### config.mk
export PLATFORM = sky130hd
export DESIGN_NAME = ccr_config_reg
export DESIGN_NICKNAME = d
export VERILOG_FILES = /design/src/logic/ccr_shutdown_timer.v /design/src/logic/ccr_config_reg.v
export VERILOG_INCLUDE_DIRS = /design/src /design/src/shared
export SDC_FILE = /design/constraint.sdc
export NUM_CORES = 1
export LEC_CHECK = 0
export BUFFER_PORTS_ARGS = -buffer_cell sky130_fd_sc_hd__buf_4
export CORE_MARGIN = 5
export CORE_UTILIZATION = 47
export CTS_BUF_LIST = sky130_fd_sc_hd__clkbuf_8
export DETAILED_ROUTE_END_ITERATION = 10
export GPL_TIMING_DRIVEN = 0
export PLACE_DENSITY = 0.73
export SYNTH_ARGS = -nofsm -noshare
export SYNTH_HDL_FRONTEND = slang
export SYNTH_SLANG_ARGS = --single-unit
### constraint.sdc
create_clock -name i_core_clk -period 2.06 [get_ports i_core_clk]
set_input_delay 0.412 -clock i_core_clk [delete_from_list [all_inputs] [get_ports i_core_clk]]
set_output_delay 0.412 -clock i_core_clk [all_outputs]
set_load 0.05 [all_outputs]
### src/shared/ccr_consts.vh
// Constants for the controller configuration register block.
// Assumes a 32-bit register port with word byte addresses.
`ifndef CCR_CONSTS_VH
`define CCR_CONSTS_VH

// Register byte addresses.
`define CCR_ADDR_CONFIG        8'h14
`define CCR_ADDR_STATUS        8'h1C
`define CCR_ADDR_LIMITS        8'h20
// Configuration field positions.
`define CCR_CQES_HI            23
`define CCR_CQES_LO            20
`define CCR_SQES_HI            19
`define CCR_SQES_LO            16
`define CCR_SHN_HI             15
`define CCR_SHN_LO             14
`define CCR_ARB_HI             13
`define CCR_ARB_LO             11
`define CCR_PAGE_HI            10
`define CCR_PAGE_LO            7
`define CCR_CSS_HI             6
`define CCR_CSS_LO             4
`define CCR_EN_BIT             0
// Writable bits of the configuration word; 31:24 and 3:1 read as zero.
`define CCR_CONFIG_WMASK       32'h00FFFFF1
`define CCR_CONFIG_RESET       32'h00000000
// Shutdown notice codes.
`define CCR_SHN_NONE           2'h0
`define CCR_SHN_NORMAL         2'h1
`define CCR_SHN_ABRUPT         2'h2
`define CCR_SHN_RSVD           2'h3
// Shutdown progress codes.
`define CCR_PROG_IDLE          2'h0
`define CCR_PROG_BUSY          2'h1
`define CCR_PROG_DONE          2'h2
// Arbitration codes.
`define CCR_ARB_RR             3'h0
`define CCR_ARB_WRR            3'h1
`define CCR_ARB_VENDOR         3'h7
// Page size base exponent.
`define CCR_PAGE_BASE          5'h0C
// Shutdown processing times in ns and cycles at 5 ns.
`define CCR_CLK_NS             5
`define CCR_NORMAL_NS          1000
`define CCR_ABRUPT_NS          20
// Cycle counts sized for the eight-bit timer: 1000 ns and 20 ns at 5 ns each.
`define CCR_NORMAL_CYC         8'hC8
`define CCR_ABRUPT_CYC         8'h04
// Default advertised entry size limits: cq min/max, sq min/max.
`define CCR_LIMITS_RESET       16'h4466

`endif

### src/logic/ccr_shutdown_timer.v
// Down counter that times shutdown processing.
// Assumes one clock and synchronous active-high reset.
`default_nettype none

module ccr_shutdown_timer (
   input  wire        i_core_clk,
   input  wire        i_reset,
   input  wire        i_load,
   input  wire [7:0]  i_count,
   output reg         o_done
);
   reg [7:0] count_r;

   // Loading restarts the count, so a second notice shortens or lengthens it.
   always @(posedge i_core_clk) begin
      if (i_reset) begin
         count_r <= 8'h00;
         o_done  <= 1'b0;
      end else if (i_load) begin
         count_r <= i_count;
         o_done  <= 1'b0;
      end else if (count_r != 8'h00) begin
         count_r <= count_r - 8'h01;
         o_done  <= (count_r == 8'h01);
      end else begin
         o_done  <= 1'b0;
      end
   end
endmodule // ccr_shutdown_timer

`default_nettype wire

### src/logic/ccr_config_reg.v
// Controller configuration register with shutdown notice handling.
// Assumes a same-clock register port whose strobes are one cycle long.
//
// How it works
// Host sets selectors before enable bit.
// Completion entry size bits 23:20, reset zero.
// Submission entry size bits 19:16, reset zero.
// Host keeps entry sizes within advertised limits.
// Shutdown notice bits 15:14; 00b does nothing. Here a 00b write moves a done progress back to idle.
// Writing 01b starts normal shutdown processing.
// Abrupt notice processed as fast as possible.
// Host writes notice before power down.
// Host should notify before warm reboot.
// Completion reported in separate status register.
// Arbitration bits 13:11 decode RR, WRR, vendor.
// Page size is two to twelve plus field.
// Code 10b abrupt, 11b reserved no action.
// Bits 31:24 reserved, read zero.
//
// Register map on the byte-addressed register port.
// Address 0x14 holds the configuration word; bit 0 enables the controller.
// Address 0x1C is the status word; bits 3:2 report shutdown progress.
// Progress reads 0 when idle, 1 while busy and 2 once shutdown is done.
// Address 0x20 holds sixteen bits of advertised entry size limits.
// Every other address reads zero and drops writes.
//
// Timing on the register port.
// A write lands in the register at the edge that samples its strobe.
// A read answers in the cycle after its strobe and shows zero otherwise.
// Decoded outputs follow a configuration write two edges after the strobe.
// Shutdown progress turns busy two edges after the notice is written.
//
// Limitations.
// The entry size limits are advertised only; nothing here enforces them.
// Selectors are not locked while enabled, so software clears enable first.
// Normal and abrupt processing times are fixed counts, not real work.
// Enable is a plain stored bit; the queues behind it are outside this block.
//
// Our own choice: the address-and-strobe port.
`include "ccr_consts.vh"
`default_nettype none

module ccr_config_reg (
   input  wire        i_core_clk,
   input  wire        i_reset,
   input  wire [7:0]  i_addr,
   input  wire [31:0] i_wdata,
   input  wire        i_wr,
   input  wire        i_rd,
   output reg  [31:0] o_rdata,
   output reg         o_enable,
   output reg  [3:0]  o_completion_entry_size,
   output reg  [3:0]  o_submission_entry_size,
   output reg  [2:0]  o_command_set_select,
   output reg  [4:0]  o_page_shift,
   output reg         o_arb_round_robin,
   output reg         o_arb_weighted,
   output reg         o_arb_vendor,
   output reg         o_shutdown_active,
   output reg         o_shutdown_abrupt,
   output reg  [1:0]  o_shutdown_progress
);
   // Sequencer states; their codes double as the progress value software reads.
   localparam ST_IDLE = 2'b00;
   localparam ST_BUSY = 2'b01;
   localparam ST_DONE = 2'b10;

   // Register image, limits store and the sequencer's next-state terms.
   reg [31:0] config_r;
   reg [31:0] config_nxt;
   reg [15:0] limits_r;
   reg [1:0]  state_r;
   reg [1:0]  state_nxt;
   reg        abrupt_r;
   reg        abrupt_nxt;
   reg        load_r;
   reg        load_nxt;
   reg [7:0]  load_count_r;
   reg [7:0]  load_count_nxt;
   // Timer handshake and write decode.
   wire       timer_done;
   wire       wr_config;
   wire [1:0] new_shn;

   // Only a write to the configuration address can start or clear a shutdown.
   assign wr_config = i_wr && (i_addr == `CCR_ADDR_CONFIG);
   assign new_shn   = i_wdata[`CCR_SHN_HI:`CCR_SHN_LO];

   // Reserved bits are masked at write time, so they always read zero.
   // Masking at write time costs nothing on the read path.
   always @* begin
      config_nxt = config_r;
      if (wr_config) begin
         config_nxt = i_wdata & `CCR_CONFIG_WMASK;
      end
   end

   // Shutdown sequencing; abrupt notice uses the shorter count.
   // While busy, a 00b or repeated notice is ignored and processing runs to its end.
   // The timer is loaded one edge after the notice, which costs a cycle but keeps
   // the count register free of the write decode path.
   always @* begin
      state_nxt      = state_r;
      abrupt_nxt     = abrupt_r;
      load_nxt       = 1'b0;
      load_count_nxt = load_count_r;
      // Code 11b matches no branch, so a reserved notice leaves the state alone.
      case (state_r)
         ST_IDLE, ST_DONE: begin
            if (wr_config && new_shn == `CCR_SHN_NORMAL) begin
               state_nxt      = ST_BUSY;
               abrupt_nxt     = 1'b0;
               load_nxt       = 1'b1;
               load_count_nxt = `CCR_NORMAL_CYC;
            end else if (wr_config && new_shn == `CCR_SHN_ABRUPT) begin
               state_nxt      = ST_BUSY;
               abrupt_nxt     = 1'b1;
               load_nxt       = 1'b1;
               load_count_nxt = `CCR_ABRUPT_CYC;
            end else if (wr_config && new_shn == `CCR_SHN_NONE) begin
               state_nxt = ST_IDLE;
            end
         end
         ST_BUSY: begin
            // An abrupt notice during a normal shutdown cuts it short.
            if (wr_config && new_shn == `CCR_SHN_ABRUPT && !abrupt_r) begin
               abrupt_nxt     = 1'b1;
               load_nxt       = 1'b1;
               load_count_nxt = `CCR_ABRUPT_CYC;
            end else if (timer_done) begin
               state_nxt = ST_DONE;
            end
         end
         // An unused state code recovers to idle.
         default: begin
            state_nxt = ST_IDLE;
         end
      endcase
   end

   // Register state; reset returns the limits store to its advertised defaults.
   // The limits store takes only the low sixteen bits of a write.
   always @(posedge i_core_clk) begin
      if (i_reset) begin
         config_r     <= `CCR_CONFIG_RESET;
         limits_r     <= `CCR_LIMITS_RESET;
         state_r      <= ST_IDLE;
         abrupt_r     <= 1'b0;
         load_r       <= 1'b0;
         load_count_r <= 8'h00;
      end else begin
         config_r     <= config_nxt;
         state_r      <= state_nxt;
         abrupt_r     <= abrupt_nxt;
         load_r       <= load_nxt;
         load_count_r <= load_count_nxt;
         // A write to the limits address never touches the configuration word.
         if (i_wr && i_addr == `CCR_ADDR_LIMITS) begin
            limits_r <= i_wdata[15:0];
         end
      end
   end

   // The timer runs the shutdown processing time; its done pulse is one cycle long,
   // which the sequencer sees while busy because nothing else can clear the state.
   ccr_shutdown_timer u_timer (
      .i_core_clk (i_core_clk),
      .i_reset    (i_reset),
      .i_load     (load_r),
      .i_count    (load_count_r),
      .o_done     (timer_done)
   );

   // Read port answers one cycle later; unmapped addresses read zero.
   // Zero outside the answer slot keeps a wired-or read bus above this block clean.
   always @(posedge i_core_clk) begin
      if (i_reset) begin
         o_rdata <= 32'h00000000;
      end else if (i_rd) begin
         case (i_addr)
            `CCR_ADDR_CONFIG: o_rdata <= config_r;
            `CCR_ADDR_STATUS: o_rdata <= {28'h0000000, state_r, 2'h0};
            `CCR_ADDR_LIMITS: o_rdata <= {16'h0000, limits_r};
            default:          o_rdata <= 32'h00000000;
         endcase
      end else begin
         o_rdata <= 32'h00000000;
      end
   end

   // Decoded configuration outputs, one cycle behind the register.
   // The extra register stage keeps every top-level output straight off a flip-flop.
   always @(posedge i_core_clk) begin
      if (i_reset) begin
         o_enable                <= 1'b0;
         o_completion_entry_size <= 4'h0;
         o_submission_entry_size <= 4'h0;
         o_command_set_select    <= 3'h0;
         o_page_shift            <= `CCR_PAGE_BASE;
         o_arb_round_robin       <= 1'b1;
         o_arb_weighted          <= 1'b0;
         o_arb_vendor            <= 1'b0;
         o_shutdown_active       <= 1'b0;
         o_shutdown_abrupt       <= 1'b0;
         o_shutdown_progress     <= `CCR_PROG_IDLE;
      end else begin
         o_enable                <= config_r[`CCR_EN_BIT];
         o_completion_entry_size <= config_r[`CCR_CQES_HI:`CCR_CQES_LO];
         o_submission_entry_size <= config_r[`CCR_SQES_HI:`CCR_SQES_LO];
         o_command_set_select    <= config_r[`CCR_CSS_HI:`CCR_CSS_LO];
         // Page size shift fits in five bits since the field is at most 15.
         o_page_shift            <= `CCR_PAGE_BASE + {1'b0, config_r[`CCR_PAGE_HI:`CCR_PAGE_LO]};
         // Reserved arbitration codes leave all three decode outputs low.
         o_arb_round_robin       <= (config_r[`CCR_ARB_HI:`CCR_ARB_LO] == `CCR_ARB_RR);
         o_arb_weighted          <= (config_r[`CCR_ARB_HI:`CCR_ARB_LO] == `CCR_ARB_WRR);
         o_arb_vendor            <= (config_r[`CCR_ARB_HI:`CCR_ARB_LO] == `CCR_ARB_VENDOR);
         // Shutdown status mirrors the sequencer one edge later.
         o_shutdown_active       <= (state_r == ST_BUSY);
         o_shutdown_abrupt       <= abrupt_r;
         o_shutdown_progress     <= state_r;
      end
   end
endmodule // ccr_config_reg

`default_nettype wire

==> qor.yml <==
run_status:
  outcome: "finished clean"
route:
  viasPerCell: 4.96
  postRouteAntennaNets: 0
  drc: 0
  first_pass_iters: 4
  wl_um: 7990
  drtIter0Drc: 101
  routed-via-count: 2701
  avgRoutedWirePerCell_um: 14.7
clocking:
  post_cts_buffers: 0
  cts_tree: "done"
  cts_resized: 0
  cts_buffers: 9
  cts_sinks: 100
  cts-hold-fix-buffers: 0
  clk_path_buf_depth: 2
  cts-root-buf: "clkbuf_8"
  clk_latency_ns: 0.36
  path_clk_slew_ns: 0.09
  htree_levels: 3
yosys:
  synth_ff_type: "dfxtp_1"
  netlist_top_cells_area: "dfxtp_1, mux2i_1, nor2_1, nor2b_1, a22oi_1"
  synth-edff-count: 0
  synthCells: 340
  ys_seq_elements: 100
  synth_area_per_cell_um2: 10.5
  synth_warnings: 0
  syn_area_mm2: 0.00359
  ys_types: 43
  yosysSeqAreaShare: 0.558
  synth_top_area_share: 0.558
  synthArstFlopShare: 0
  synth_area_leader_cell: "dfxtp_1"
global_route:
  grt_overflow: 0
  grt_max_degree: 18
  grt_pass1_wl_um: 13000
  groute.usage.overall: 0.167
  antenna_found_initial: 0
  grt_pass1_vias: 2708
layout:
  final_cell_mix: "dfxtp_1, buf_4, nor2_1, mux2i_1, nor2b_1"
  fin_util: 0.619
  area_growth_pct: 26.4
  layout_commonest_cell: "dfxtp_1"
  final_nets: 488
  antennaDiodeCount: 0
  final_cells: 545
  drive_gt1_frac: 0.276
placement:
  pre_cts_ws_ns: 0.0247
  dp.cells: 529
  place.gp.congestion: 0.856
  io_buffers: 83
  dp_hpwl_um: 5730
die:
  initial_utilization: 0.489
  die_h_um: 97.3
  dieWidth_um: 97.3
  rows: 31
  pin_count: 100
  die-area_mm2: 0.00948
  core-area_mm2: 0.00733
worst_setup_path:
  crit_chain: "inv_1 > ha_1 > or3b_2 > nor3_1 > mux2i_1 > a21oi_1"
  crit_path_start_kind: "flip-flop"
  crit_path_top_delay_cell: "or3b_2"
  crit_type: "flip-flop to flip-flop"
  crit_path_max_incr_delay_ns: 0.51
  critical_path.endpoint_type: "flip-flop"
  critical_path_required_ns: 2.31
  crit_arrival_ns: 1.99
  path_max_fanout: 5
run:
  cap_viol_max_count: 0
power:
  leakage_nw: 1.97
  p_per_area_mw_per_mm2: 831
  ir_drop_mv: 0.457
  p_total_w: 0.00377
timing:
  period_needed_ns: 1.75
  tightest_slew_ns: 0.709
  slew_headroom: 0.523
  tns_ns: 0
  slew_violations: 0
  fmax_mhz: 572
  setup_viol: 0
  skew_ns: 0.00674
  fin_ws_ns: 0.312
  rsz0062_at_grt: "false"
  hold_violations: 0
  fin_crit_sh: 0.849
min_path:
  hp-class: "primary input to flip-flop"
## worst paths after layout
kind	endpoint	slack (ns)	depth (start not counted)	from
worst max-delay path	u_timer.count_r[6]$_SDFFE_PP0P_	0.31	6	u_timer.count_r[0]$_SDFFE_PP0P_
worst min-delay path	limits_r[1]$_SDFFE_PP1P_	0.27	3	i_wdata[1]
worst max register to register	u_timer.count_r[6]$_SDFFE_PP0P_	0.31	6	u_timer.count_r[0]$_SDFFE_PP0P_
worst min register to register	o_page_shift[2]$_SDFF_PP1_	0.44	1	config_r[9]$_SDFFE_PP0P_
## flip-flops by register name, indices dropped and copies added (netlist names), 2 cells and up
| name | count |
|---|---|
| load_count_r | 2 |
| u_timer.count_r | 8 |
| o_completion_entry_size | 4 |
| o_rdata | 24 |
| config_r | 21 |
| o_page_shift | 5 |
| limits_r | 16 |
| state_r | 2 |
| o_command_set_select | 3 |
| o_submission_entry_size | 4 |
| o_shutdown_progress | 2 |
## per-layer routing
layer / vias up / wire length, µm / part of all wire / GRT usage
li1: 1352 / - / - / -
met1: 1238 / 3780 / 0.47 / 0.218
met2: 102 / 3570 / 0.45 / 0.268
met3: 9 / 520 / 0.065 / 0.0416
met4: 0 / 121 / 0.015 / 0.0628
met5: - / 0 / 0 / 0
## critical path, delay by kind of cell, from the launching register on
kind / cells / cell delay (ns)
adder cells (fa/ha/maj): 1 / 0.20
AO/OA/AOI/OAI: 1 / 0.08
buffers and inverters: 1 / 0.07
flip-flops: 1 / 0.36
AND/OR/NAND/NOR: 2 / 0.72
multiplexers: 1 / 0.21
## Yosys cell counts, drive strengths merged, types with 2 or more instances
cell    count
a211oi      3
a21oi       7
a221oi      2
a22oi      14
a32o        2
and3        9
and3b       2
and4b       2
buf        16
clkbuf      8
dfxtp     100
ha          3
inv         7
mux2i      39
nand2      14
nand4       2
nor2       57
nor2b      20
nor3        3
nor3b       4
nor4        3
nor4b       3
o21ai       3
o31ai       2
or3b        2
xnor2       4
## stage by stage
| stage | hold slack [ns] | cell area [µm²] |
|---|---|---|
| finish | 0.273 | 4530 |
| detailed placement | 0.413 | 4360 |
| global placement | 0.407 | 4360 |
| global route | 0.268 | 4530 |
| floorplan | 0.384 | 3610 |
| CTS | 0.258 | 4530 |
## layout make-up
type,count,area (µm²)
Buffer,24,153
Clock buffer,9,124
Clock inverter,7,51.3
Fill cell,641,2800
Inverter,7,26.3
Multi-Input combinational cell,216,1430
Sequential cell,100,2000
Tap cell,99,124
Timing Repair Buffer,83,623
## kinds of logic (layout without fill, tap and decap cells)
family	after synthesis	after routing	synth area share
DFF	100	100	0.558
buffers and inverters	31	130	0.0499
xor gates and xnor gates	4	4	0.00977
other	1	8	0.00105
and+or+nand+nor	126	126	0.189
adders and majority gates	3	3	0.0105
AOI/OAI and AO/OA	35	35	0.0698
muxes	40	40	0.112
## report_power, final
part	total, W	internal [W]	leakage, nW	switching [W]
combinational	0.000577	0.000272	1.07	0.000306
clock	0.00112	0.000446	0.0914	0.000678
sequential	0.00207	0.00200	0.807	0.0000728
total	0.00377	0.00271	1.97	0.00106
Note: power is estimated with default switching activity, not from simulation.
